$ cat src/verilog/pattern_timer_pkg.sv
// Register map, field positions and reset values of the timed pattern pulse block.
package pattern_timer_pkg;
   // ****************************************************************
   // Register indices; byte address is four times the index.
   // ****************************************************************
   localparam logic [23:0] IDX_PORT2_DIRECTION = 24'hFFFE21;
   localparam logic [23:0] IDX_TRANSFER_TRIGGER_ENABLE_C = 24'hFFFF2A;
   localparam logic [23:0] IDX_PATTERN_TRIGGER_SELECT = 24'hFFFF46;
   localparam logic [23:0] IDX_PATTERN_OUTPUT_MODE = 24'hFFFF47;
   localparam logic [23:0] IDX_NEXT_DATA_ENABLE_LOW = 24'hFFFF49;
   localparam logic [23:0] IDX_PATTERN_OUTPUT_DATA_LOW = 24'hFFFF4B;
   localparam logic [23:0] IDX_NEXT_PATTERN_LOW = 24'hFFFF4F;
   localparam logic [23:0] IDX_TIMER0_INTERRUPT_ENABLE = 24'hFFFFD4;
   localparam logic [23:0] IDX_TIMER0_STATUS = 24'hFFFFD5;
   localparam logic [23:0] IDX_TIMER0_COMPARE_A = 24'hFFFFD8;
   localparam logic [23:0] IDX_TIMER0_COMPARE_B = 24'hFFFFDA;
   localparam logic [23:0] IDX_PERIPHERAL_STOP_CONTROL = 24'hFFFF60;
   localparam logic [23:0] IDX_TIMER_START = 24'hFFFF61;
   localparam logic [23:0] IDX_TIMER0_CONTROL = 24'hFFFF62;
   localparam logic [23:0] IDX_CH0_COUNTER = 24'hFFFF63;

   // ****************************************************************
   // Field positions and codes.
   // ****************************************************************
   localparam int TRANSFER_ENGINE_STOP = 12;
   localparam int TIMER_UNIT_STOP = 11;
   localparam int PATTERN_GEN_STOP = 10;
   localparam int COMPARE_A_TRANSFER_ENABLE = 13;
   localparam int GROUP0_POLARITY = 4;
   localparam int GROUP0_OVERLAP_MODE = 0;
   localparam int CH0_COUNT_RUN = 0;
   localparam int COMPARE_A_IRQ_ENABLE = 0;
   localparam int COMPARE_A_FLAG = 0;
   localparam int COMPARE_B_FLAG = 1;
   localparam int CLEAR_SEL_LSB = 5;
   localparam int EDGE_SEL_LSB = 3;
   localparam int PRESCALE_SEL_LSB = 0;
   localparam logic [1:0] GROUP0_TRIGGER_CH0 = 2'h0;
   localparam logic [2:0] CLEAR_ON_A = 3'h1;
   localparam logic [2:0] CLEAR_ON_B = 3'h2;
   localparam logic [2:0] PRESCALE_DIV1 = 3'h0;
   localparam logic [2:0] PRESCALE_DIV4 = 3'h1;
   localparam logic [2:0] PRESCALE_DIV16 = 3'h2;
   localparam logic [2:0] PRESCALE_DIV64 = 3'h3;
   localparam logic [5:0] MASK_DIV1 = 6'h00;
   localparam logic [5:0] MASK_DIV4 = 6'h03;
   localparam logic [5:0] MASK_DIV16 = 6'h0F;
   localparam logic [5:0] MASK_DIV64 = 6'h3F;

   // ****************************************************************
   // Values after reset.
   // ****************************************************************
   localparam logic [7:0] RST_BYTE = 8'h00;
   localparam logic [15:0] RST_HALF = 16'h0000;
   localparam logic [15:0] RST_COMPARE = 16'hFFFF;
   localparam logic [31:0] RST_WORD = 32'h0000_0000;
endpackage : pattern_timer_pkg

$ cat src/verilog/pattern_pulse_timer.sv
// Timer channel with compare-driven four-bit pattern pulse output and Wishbone registers.
//
// Register access over Wishbone was chosen for this implementation.
`timescale 1ns/1ps

// Behaviour
// - Stop bits at 1 halt engine, timer, pattern.
// - Direction bits at 1 drive pattern pins.
// - Trigger enable gates compare-A transfer request.
// - Trigger select 00 uses channel 0 matches.
// - Polarity 0 inverts, 1 drives direct.
// - Overlap bit 1 selects non-overlap operation.
// - Trigger copies next data where enabled.
// - Enabled output bits ignore software writes.
// - Run bit 0 stops, 1 counts.
// - Clear field 010 clears on B match.
// - Edge field 00 counts internal clock edges.
// - Prescale field 010 divides clock by 16.
// - Compare-A enable gates the interrupt request.
// - Status bits flag B and A matches.
// - Sixteen-bit compare A delay, B period.
// - Non-overlap: falls at B, rises at A.
module pattern_pulse_timer
   import pattern_timer_pkg::*;
#(
   parameter int COUNTER_WIDTH = 16
) (
   input wire logic i_clk_sys,
   input wire logic i_sys_rst,
   input wire logic i_wb_cyc,
   input wire logic i_wb_stb,
   input wire logic i_wb_we,
   input wire logic [31:0] i_wb_adr,
   input wire logic [3:0] i_wb_sel,
   input wire logic [31:0] i_wb_dat,
   output logic [31:0] o_wb_dat,
   output logic o_wb_ack,
   output logic [3:0] o_pattern_out,
   output logic [3:0] o_pattern_oe,
   output logic o_ch0_compare_a_irq,
   output logic o_transfer_req,
   output logic o_transfer_engine_stop
);

   // ****************************************************************
   // Parameter check.
   // ****************************************************************
   if (COUNTER_WIDTH != 16) begin : g_width_check
      $error("Counter width must be 16.");
   end

   // ****************************************************************
   // Registers.
   // ****************************************************************
   logic [7:0] port2_direction_q;
   logic [15:0] transfer_trigger_enable_c_q;
   logic [7:0] pattern_trigger_select_q;
   logic [7:0] pattern_output_mode_q;
   logic [7:0] next_data_enable_low_q;
   logic [7:0] pattern_output_data_low_q;
   logic [7:0] pattern_output_data_low_d;
   logic [7:0] next_pattern_low_q;
   logic [7:0] timer0_interrupt_enable_q;
   logic [1:0] flags_q;
   logic [1:0] flags_d;
   logic [1:0] armed_q;
   logic [15:0] timer0_compare_a_q;
   logic [15:0] timer0_compare_b_q;
   logic [15:0] peripheral_stop_control_q;
   logic [7:0] timer_start_q;
   logic [7:0] timer0_control_q;
   logic [15:0] ch0_counter_q;
   logic [15:0] ch0_counter_d;
   logic [5:0] presc_q;
   logic [7:0] held_rise_q;
   logic [31:0] rd_data;

   // ****************************************************************
   // Bus decode.
   // ****************************************************************
   wire req = i_wb_cyc & i_wb_stb & ~o_wb_ack;
   wire in_map = (i_wb_adr[31:26] == 6'h00);
   wire [23:0] idx = i_wb_adr[25:2];
   wire wr = req & i_wb_we & in_map;
   wire rd = req & ~i_wb_we & in_map;
   wire [15:0] wmask = {{8{i_wb_sel[1]}}, {8{i_wb_sel[0]}}};
   wire [15:0] wdat = i_wb_dat[15:0];
   wire sel_dir = (idx == IDX_PORT2_DIRECTION);
   wire sel_tte = (idx == IDX_TRANSFER_TRIGGER_ENABLE_C);
   wire sel_pts = (idx == IDX_PATTERN_TRIGGER_SELECT);
   wire sel_pom = (idx == IDX_PATTERN_OUTPUT_MODE);
   wire sel_nde = (idx == IDX_NEXT_DATA_ENABLE_LOW);
   wire sel_pod = (idx == IDX_PATTERN_OUTPUT_DATA_LOW);
   wire sel_ndr = (idx == IDX_NEXT_PATTERN_LOW);
   wire sel_ien = (idx == IDX_TIMER0_INTERRUPT_ENABLE);
   wire sel_sts = (idx == IDX_TIMER0_STATUS);
   wire sel_cma = (idx == IDX_TIMER0_COMPARE_A);
   wire sel_cmb = (idx == IDX_TIMER0_COMPARE_B);
   wire sel_psc = (idx == IDX_PERIPHERAL_STOP_CONTROL);
   wire sel_tst = (idx == IDX_TIMER_START);
   wire sel_tcr = (idx == IDX_TIMER0_CONTROL);
   wire sel_cnt = (idx == IDX_CH0_COUNTER);
   wire we_dir = wr & sel_dir;
   wire we_tte = wr & sel_tte;
   wire we_pts = wr & sel_pts & i_wb_sel[0];
   wire we_pom = wr & sel_pom & i_wb_sel[0];
   wire we_nde = wr & sel_nde & i_wb_sel[0];
   wire we_ndr = wr & sel_ndr & i_wb_sel[0];
   wire we_ien = wr & sel_ien & i_wb_sel[0];
   wire we_cma = wr & sel_cma;
   wire we_cmb = wr & sel_cmb;
   wire we_psc = wr & sel_psc;
   wire we_tst = wr & sel_tst & i_wb_sel[0];
   wire we_tcr = wr & sel_tcr & i_wb_sel[0];

   assign rd_data =
      sel_dir ? {24'h000000, port2_direction_q} :
      sel_tte ? {16'h0000, transfer_trigger_enable_c_q} :
      sel_pts ? {24'h000000, pattern_trigger_select_q} :
      sel_pom ? {24'h000000, pattern_output_mode_q} :
      sel_nde ? {24'h000000, next_data_enable_low_q} :
      sel_pod ? {24'h000000, pattern_output_data_low_q} :
      sel_ndr ? {24'h000000, next_pattern_low_q} :
      sel_ien ? {24'h000000, timer0_interrupt_enable_q} :
      sel_sts ? {30'h00000000, flags_q} :
      sel_cma ? {16'h0000, timer0_compare_a_q} :
      sel_cmb ? {16'h0000, timer0_compare_b_q} :
      sel_psc ? {16'h0000, peripheral_stop_control_q} :
      sel_tst ? {24'h000000, timer_start_q} :
      sel_tcr ? {24'h000000, timer0_control_q} :
      sel_cnt ? {16'h0000, ch0_counter_q} : RST_WORD;

   // ****************************************************************
   // Timer channel 0.
   // ****************************************************************
   wire timer_stop = peripheral_stop_control_q[TIMER_UNIT_STOP];
   wire run = timer_start_q[CH0_COUNT_RUN] & ~timer_stop;
   wire [2:0] presc_sel = timer0_control_q[PRESCALE_SEL_LSB +: 3];
   wire [2:0] clear_sel = timer0_control_q[CLEAR_SEL_LSB +: 3];
   wire [5:0] presc_mask =
      (presc_sel == PRESCALE_DIV4) ? MASK_DIV4 :
      (presc_sel == PRESCALE_DIV16) ? MASK_DIV16 :
      (presc_sel == PRESCALE_DIV64) ? MASK_DIV64 : MASK_DIV1;
   // One tick per divided internal clock period, whatever edge field.
   wire tick = run & ((presc_q & presc_mask) == presc_mask);
   wire match_a = tick & (ch0_counter_q == timer0_compare_a_q);
   wire match_b = tick & (ch0_counter_q == timer0_compare_b_q);
   wire clr_cnt = (match_b & (clear_sel == CLEAR_ON_B)) |
      (match_a & (clear_sel == CLEAR_ON_A));

   always_comb begin
      ch0_counter_d = ch0_counter_q;
      if (wr & sel_cnt) begin
         ch0_counter_d = (ch0_counter_q & ~wmask) | (wdat & wmask);
      end else if (clr_cnt) begin
         ch0_counter_d = RST_HALF;
      end else if (tick) begin
         ch0_counter_d = ch0_counter_q + 16'h0001;
      end
   end

   // ****************************************************************
   // Status flags: a set in the clearing cycle wins.
   // ****************************************************************
   wire [1:0] flag_set = {match_b, match_a};
   wire [1:0] flag_clr = (wr & sel_sts & i_wb_sel[0]) ? (armed_q & ~wdat[1:0]) : 2'h0;
   assign flags_d = flag_set | (flags_q & ~flag_clr);

   // ****************************************************************
   // Pattern output group 0.
   // ****************************************************************
   wire pat_on = ~peripheral_stop_control_q[PATTERN_GEN_STOP] &
      (pattern_trigger_select_q[1:0] == GROUP0_TRIGGER_CH0);
   wire non_ovl = pattern_output_mode_q[GROUP0_OVERLAP_MODE];
   wire trig_b = pat_on & match_b;
   wire trig_a = pat_on & match_a & non_ovl;
   wire [7:0] ned = next_data_enable_low_q;
   wire [7:0] cpu_pod = (wr & sel_pod & i_wb_sel[0]) ?
      ((pattern_output_data_low_q & ned) | (wdat[7:0] & ~ned)) :
      pattern_output_data_low_q;

   always_comb begin
      pattern_output_data_low_d = cpu_pod;
      if (trig_b & ~non_ovl) begin
         pattern_output_data_low_d = (cpu_pod & ~ned) | (next_pattern_low_q & ned);
      end else if (trig_b) begin
         pattern_output_data_low_d = cpu_pod & ~(ned & ~next_pattern_low_q);
      end else if (trig_a) begin
         pattern_output_data_low_d = cpu_pod | held_rise_q;
      end
   end

   wire pol = pattern_output_mode_q[GROUP0_POLARITY];
   wire [3:0] pins = pol ? pattern_output_data_low_q[3:0] :
      ~pattern_output_data_low_q[3:0];

   // ****************************************************************
   // Register writes.
   // ****************************************************************
   always_ff @(posedge i_clk_sys) begin
      if (i_sys_rst) begin
         port2_direction_q <= RST_BYTE;
      end else if (we_dir) begin
         port2_direction_q <= (port2_direction_q & ~wmask[7:0]) | (wdat[7:0] & wmask[7:0]);
      end
   end

   always_ff @(posedge i_clk_sys) begin
      if (i_sys_rst) begin
         transfer_trigger_enable_c_q <= RST_HALF;
      end else if (we_tte) begin
         transfer_trigger_enable_c_q <= (transfer_trigger_enable_c_q & ~wmask) | (wdat & wmask);
      end
   end

   always_ff @(posedge i_clk_sys) begin
      if (i_sys_rst) begin
         pattern_trigger_select_q <= RST_BYTE;
      end else if (we_pts) begin
         pattern_trigger_select_q <= wdat[7:0];
      end
   end

   always_ff @(posedge i_clk_sys) begin
      if (i_sys_rst) begin
         pattern_output_mode_q <= RST_BYTE;
      end else if (we_pom) begin
         pattern_output_mode_q <= wdat[7:0];
      end
   end

   always_ff @(posedge i_clk_sys) begin
      if (i_sys_rst) begin
         next_data_enable_low_q <= RST_BYTE;
      end else if (we_nde) begin
         next_data_enable_low_q <= wdat[7:0];
      end
   end

   always_ff @(posedge i_clk_sys) begin
      if (i_sys_rst) begin
         next_pattern_low_q <= RST_BYTE;
      end else if (we_ndr) begin
         next_pattern_low_q <= wdat[7:0];
      end
   end

   always_ff @(posedge i_clk_sys) begin
      if (i_sys_rst) begin
         timer0_interrupt_enable_q <= RST_BYTE;
      end else if (we_ien) begin
         timer0_interrupt_enable_q <= wdat[7:0];
      end
   end

   always_ff @(posedge i_clk_sys) begin
      if (i_sys_rst) begin
         timer0_compare_a_q <= RST_COMPARE;
      end else if (we_cma) begin
         timer0_compare_a_q <= (timer0_compare_a_q & ~wmask) | (wdat & wmask);
      end
   end

   always_ff @(posedge i_clk_sys) begin
      if (i_sys_rst) begin
         timer0_compare_b_q <= RST_COMPARE;
      end else if (we_cmb) begin
         timer0_compare_b_q <= (timer0_compare_b_q & ~wmask) | (wdat & wmask);
      end
   end

   always_ff @(posedge i_clk_sys) begin
      if (i_sys_rst) begin
         peripheral_stop_control_q <= RST_HALF;
      end else if (we_psc) begin
         peripheral_stop_control_q <= (peripheral_stop_control_q & ~wmask) | (wdat & wmask);
      end
   end

   always_ff @(posedge i_clk_sys) begin
      if (i_sys_rst) begin
         timer_start_q <= RST_BYTE;
      end else if (we_tst) begin
         timer_start_q <= wdat[7:0];
      end
   end

   always_ff @(posedge i_clk_sys) begin
      if (i_sys_rst) begin
         timer0_control_q <= RST_BYTE;
      end else if (we_tcr) begin
         timer0_control_q <= wdat[7:0];
      end
   end

   // ****************************************************************
   // Timer, flag and pattern state.
   // ****************************************************************
   always_ff @(posedge i_clk_sys) begin
      if (i_sys_rst) begin
         ch0_counter_q <= RST_HALF;
         presc_q <= 6'h00;
      end else begin
         ch0_counter_q <= ch0_counter_d;
         presc_q <= run ? presc_q + 6'h01 : 6'h00;
      end
   end

   always_ff @(posedge i_clk_sys) begin
      if (i_sys_rst) begin
         flags_q <= 2'h0;
      end else begin
         flags_q <= flags_d;
      end
   end

   always_ff @(posedge i_clk_sys) begin
      if (i_sys_rst) begin
         armed_q <= 2'h0;
      end else if (rd & sel_sts) begin
         armed_q <= flags_q;
      end else if (wr & sel_sts & i_wb_sel[0]) begin
         armed_q <= 2'h0;
      end
   end

   always_ff @(posedge i_clk_sys) begin
      if (i_sys_rst) begin
         pattern_output_data_low_q <= RST_BYTE;
      end else begin
         pattern_output_data_low_q <= pattern_output_data_low_d;
      end
   end

   always_ff @(posedge i_clk_sys) begin
      if (i_sys_rst) begin
         held_rise_q <= RST_BYTE;
      end else if (trig_b & non_ovl) begin
         held_rise_q <= ned & next_pattern_low_q;
      end else if (trig_a) begin
         held_rise_q <= RST_BYTE;
      end
   end

   // ****************************************************************
   // Outputs and bus answer.
   // ****************************************************************
   always_ff @(posedge i_clk_sys) begin
      if (i_sys_rst) begin
         o_wb_ack <= 1'b0;
         o_wb_dat <= RST_WORD;
         o_pattern_out <= 4'h0;
         o_pattern_oe <= 4'h0;
         o_ch0_compare_a_irq <= 1'b0;
         o_transfer_req <= 1'b0;
         o_transfer_engine_stop <= 1'b0;
      end else begin
         o_wb_ack <= req;
         o_wb_dat <= (req & ~i_wb_we & in_map) ? rd_data : RST_WORD;
         o_pattern_out <= pins;
         o_pattern_oe <= port2_direction_q[3:0];
         o_ch0_compare_a_irq <= flags_d[COMPARE_A_FLAG] &
            timer0_interrupt_enable_q[COMPARE_A_IRQ_ENABLE];
         o_transfer_req <= match_a &
            transfer_trigger_enable_c_q[COMPARE_A_TRANSFER_ENABLE] &
            ~peripheral_stop_control_q[TRANSFER_ENGINE_STOP];
         o_transfer_engine_stop <= peripheral_stop_control_q[TRANSFER_ENGINE_STOP];
      end
   end

endmodule : pattern_pulse_timer

$ cat config.mk
export PLATFORM = sky130hd
export DESIGN_NAME = pattern_pulse_timer
export DESIGN_NICKNAME = d
export VERILOG_FILES = /design/src/verilog/pattern_timer_pkg.sv /design/src/verilog/pattern_pulse_timer.sv
export SDC_FILE = /design/constraint.sdc
export NUM_CORES = 1
export LEC_CHECK = 0
export BUFFER_PORTS_ARGS = -buffer_cell sky130_fd_sc_hd__buf_2
export CORE_UTILIZATION = 59
export DETAILED_ROUTE_END_ITERATION = 6
export PLACE_DENSITY_LB_ADDON = 0.25
export SLEW_MARGIN = 20
export SYNTH_ARGS = -nofsm -noshare
export SYNTH_HDL_FRONTEND = slang
export SYNTH_SLANG_ARGS = --single-unit
$ cat constraint.sdc
create_clock -name i_clk_sys -period 2.5 [get_ports i_clk_sys]
set_input_delay 0.25 -clock i_clk_sys [delete_from_list [all_inputs] [get_ports i_clk_sys]]
set_output_delay 0.25 -clock i_clk_sys [all_outputs]
set_load 0.005 [all_outputs]
# After elaboration in Yosys (flattened, before gate mapping)
# Index checks and enable logic that the tools add are counted.
# totals
regBits,214
word_cells,182
input_bits,73
output_inout_bits,44
# classes
n_eq_ne,23
n_reduce_logical,9
n_addsub,2
mux,31
bitwise_logic,90
# op_table
cell,count
== test 24 bit (second input constant),15
two-way mux 16 bit,17
bitwise AND 16 bit,6
OR 16 bit,5
bitwise AND 8 bit,8
two-way mux 8 bit,7
bitwise AND 1 bit,46
== test 16 bit,2
NOT 8 bit,4
OR 8 bit,4
two-way mux 6 bit,3
adder 16 x 1 -> 16 bit (second input constant),1
NOT 16 bit,1
OR reduction 16 bit,1
== test 3 x 2 -> 1 bit (second input constant),3
NOT 1 bit,8
adder 6 x 1 -> 6 bit (second input constant),1
bitwise AND 6 bit,1
== test 3 x 1 -> 1 bit (second input constant),2
== test 6 bit,1
zero test 6 bit,1
two-way mux 2 bit,3
bitwise AND 2 bit,2
two-way mux 4 bit,1
other kinds (9),12

# Depth between registers and ports, before layout
# logic_depth
depth_word,16
ltp_mapped,10
ltp_nobuf,8

# Worst setup path before layout
# Ideal clock, no wire load.
# synth_timing
path_kind,reg-to-reg
startpoint,register (tool-made name)
endpoint,register pattern_output_data_low_q[0]
stages_incl_launch_ff,9
path_slack_ns,0.338
path_buffers,1
arrival_ns,2.056
required_ns,2.394
synth_period_minus_slack_ns,2.162
setup_ns,0.106
path_cell_list,dfxtp_1 clkbuf_1 xnor2_1 nand4_1 nor4_2 nand3_1 nor2_1 o221ai_1 o311ai_0
# synth_rtl
element,line_no,rtl
"end signal, assigned",pattern_pulse_timer.sv:331,pattern_output_data_low_q <= pattern_output_data_low_d;
"end, declared",pattern_pulse_timer.sv:60,logic [7:0] pattern_output_data_low_q;

==> run_results.csv <==
group,metric,value,unit
timing,max_freq,418,MHz
power,leakage,4.34,nW
synthesis,synth.largest_area_cell,"dfxtp_1",
timing,worstMarginPinSlew,649,ps
timing,finalCritPeriodShare,95.6,%
cts,htreeDepth,4,
floorplan,initial_utilization,60.1,%
floorplan,core,16500,um^2
floorplan,die_area,17400,um^2
routing,vias,9856,
synthesis,synth_seq_cells,198,
routing,routed_wl,31.9,mm
placed_design,gp_congestion,0.992,
routing,drtAntennaViolNets,0,
synthesis,synthFlopType,"dfxtp_1",
synthesis,yosysUniqueCellTypes,77,
global_route,grt_pass1_wl,49.7,mm
placed_design,post-dp-hpwl,22.5,mm
floorplan,die_height,132,um
synthesis,synth.avg_cell_area,8.34,um^2
cts,cts.path.max_buffers,2,
synthesis,syn_area,9930,um^2
global_route,antenna_found_initial,0,
worst_setup_path,regToRegSetupSlack,110,ps
cts,root_buffer,"clkbuf_16",
cts,cts_tree,"yes",
cts,clk_pin_slew,80,ps
cts,clk_latency,440,ps
global_route,gr-usage-all-layers,37.0,%
timing,rsz0062_at_grt,"no",
worst_setup_path,endpoint_kind,"flip-flop",
cts,hold_buffers,0,
floorplan,die_width,132,um
synthesis,synth_edf_count,0,
synthesis,synthesis.yosys.warnings,0,
cells_and_area,multi_input_area,5540,um^2
cells_and_area,nets,1385,
worst_setup_path,crit_path_end,"pattern_output_data_low_q[3]$_SDFF_PP0_",
synthesis,synth.top_cell.area_share,39.9,%
run_status,violations,"design-rule violations",
run_status,outcome,"complete, but fails checks",
routing,drtIter0Drc,1310,
synthesis,synth_area_leaders,"dfxtp_1 40%, mux2i_1 7.5%, nand2_1 7.4%",
global_route,grt_remaining_overflow,0,
worst_setup_path,arrival,2720,ps
global_route,grt_pass1_vias,8958,
synthesis,ys_top_cells_by_count,"198 x dfxtp_1, 195 x nand2_1, 120 x nor2_1",
timing,relSlewSlack,56.7,%
synthesis,yosysSeqAreaShare,39.9,%
cells_and_area,num_antenna_cells,0,
routing,viasPerCell,6.39,
timing,slew_violations,0,
timing,min_period,2390,ps
cells_and_area,final-instance-count-excl-fill,1543,
power,ir_worst_vdd,504,uV
timing,hold_viol,0,
cts,cts_setup_buffers,0,
worst_setup_path,startpoint_type,"flip-flop",
floorplan,rows,47,
worst_setup_path,cp_max_fo,8,
synthesis,synthCells,1190,
floorplan,ios,117,
synthesis,yosysMostFrequentCell,"dfxtp_1",
placed_design,port_buffers,80,
worst_setup_path,cp.required,2830,ps
worst_hold_path,hold_path.class,"input port to flip-flop",
cts,cts-buffers-inserted,17,
cells_and_area,final_util,70.5,%
power,cellPowerDensity,541,nW/um^2
synthesis,synthArstFlopShare,0,%
routing,post_drt_wl_per_cell,20.7,um
routing,firstDrtPassIters,7,
worst_setup_path,worstRegToRegCells,8,
job,maxCapViolCount,0,
timing,setup_viol,0,
global_route,grt_max_degree,146,
placed_design,dp.cells,1511,
power,finalPower,6.30,mW
cells_and_area,seq_area,3970,um^2
timing,clock-skew-final,9.98,ps
cells_and_area,fillers,1320,
routing,drc,1,
cts,clock_sinks,198,
cells_and_area,drive_above_1_share,19.7,%
worst_setup_path,r2r_end,"pattern_output_data_low_q[3]$_SDFF_PP0_",
cells_and_area,area_delta_synth_final,17.3,%
worst_setup_path,critPathKind,"flip-flop to flip-flop",
==> per-layer routing <==
metal | GRT usage [%] | vias to the layer above | part of all wire (%)
li1 | - | 4479 | -
met1 | 49.7 | 4630 | 41
met2 | 56.6 | 640 | 44
met3 | 8.77 | 107 | 11
met4 | 16.5 | 0 | 4.2
met5 | 0 | - | 0
==> per-stage QoR <==
| step | setup TNS, ps | cell area, um^2 | hold slack, ps | setup slack [ps] |
|---|---|---|---|---|
| after global placement | -32.6 | 11000 | 435 | -32.6 |
| after global routing | 0 | 11600 | 133 | 4.62 |
| after detailed placement | -56.5 | 11000 | 443 | -23.1 |
| after floorplan | 0 | 9990 | 374 | 338 |
| after CTS | 0 | 11600 | 112 | 136 |
| final | 0 | 11600 | 128 | 110 |
==> cell type report <==
cell class | instances | area share, %
timing repair buffer | 183 | 10.7
clock inverter | 13 | 1.41
multi-input combinational | 904 | 47.5
inverter | 6 | 0.193
tap | 220 | 2.36
clock buffer | 19 | 3.72
sequential | 198 | 34.0
==> cells in the final DEF, fill, tap and decap left out, types with 11 or more instances in the layout <==
cell type	n
dfxtp_1	197
nor2_1	120
nand4_1	14
buf_4	98
clkbuf_16	17
nor2b_1	17
nand3_1	59
xnor2_1	19
o21ai_0	19
mux2i_1	74
nor4_1	11
buf_2	79
a21oi_1	118
nand2_1	195
xor2_1	24
conb_1	16
nor3_1	19
==> cells by family (layout without fill, tap and decap cells) <==
family	after synthesis	in the layout	synth area share, %
other	1	16	0.0378
buffers and inverters	103	221	5.00
XOR/XNOR	43	43	3.79
AND/OR/NAND/NOR	511	511	25.2
flip-flops	198	198	39.9
AO/OA/AOI/OAI	250	250	16.7
adder cells (fa/ha/maj)	2	2	0.252
multiplexers	82	82	9.05
==> worst max-delay path: stages (launching register included) <==
cell and delay, ps:
dfxtp_1 510, xor2_1 120, nor4_1 360, nand4_1 290, or2_2 420, nor4_2 220
buf_4 210, nand2_1 60, o311ai_0 90
==> worst min-delay path by stage <==
stage,startpoint,endpoint,slack (ps),depth (start not counted)
global route,i_wb_dat[13],flip-flop,130,3
global placement,flip-flop,flip-flop,430,2
detailed placement,timer0_interrupt_enable_q[1]$_SDFFE_PP0P_,timer0_interrupt_enable_q[1]$_SDFFE_PP0P_,440,2
finish,i_wb_dat[8],flip-flop,130,3
CTS,i_wb_dat[10],flip-flop,110,3
floorplan,i_wb_dat[12],flip-flop,370,2
==> power by group <==
part           leakage [nW]  switching, mW  internal [mW]
combinational          2.46          0.214         0.0915
clock                 0.286           1.32           1.52
sequential             1.60        0.00574           3.16
total                  4.34           1.54           4.76
==> what timing repair did <==
item,in CTS,in global routing
setup endpoints to repair,0,9
endpoints found under the hold margin,0,0
resized for setup,0,2
Power figures use the tool's default switching activity.
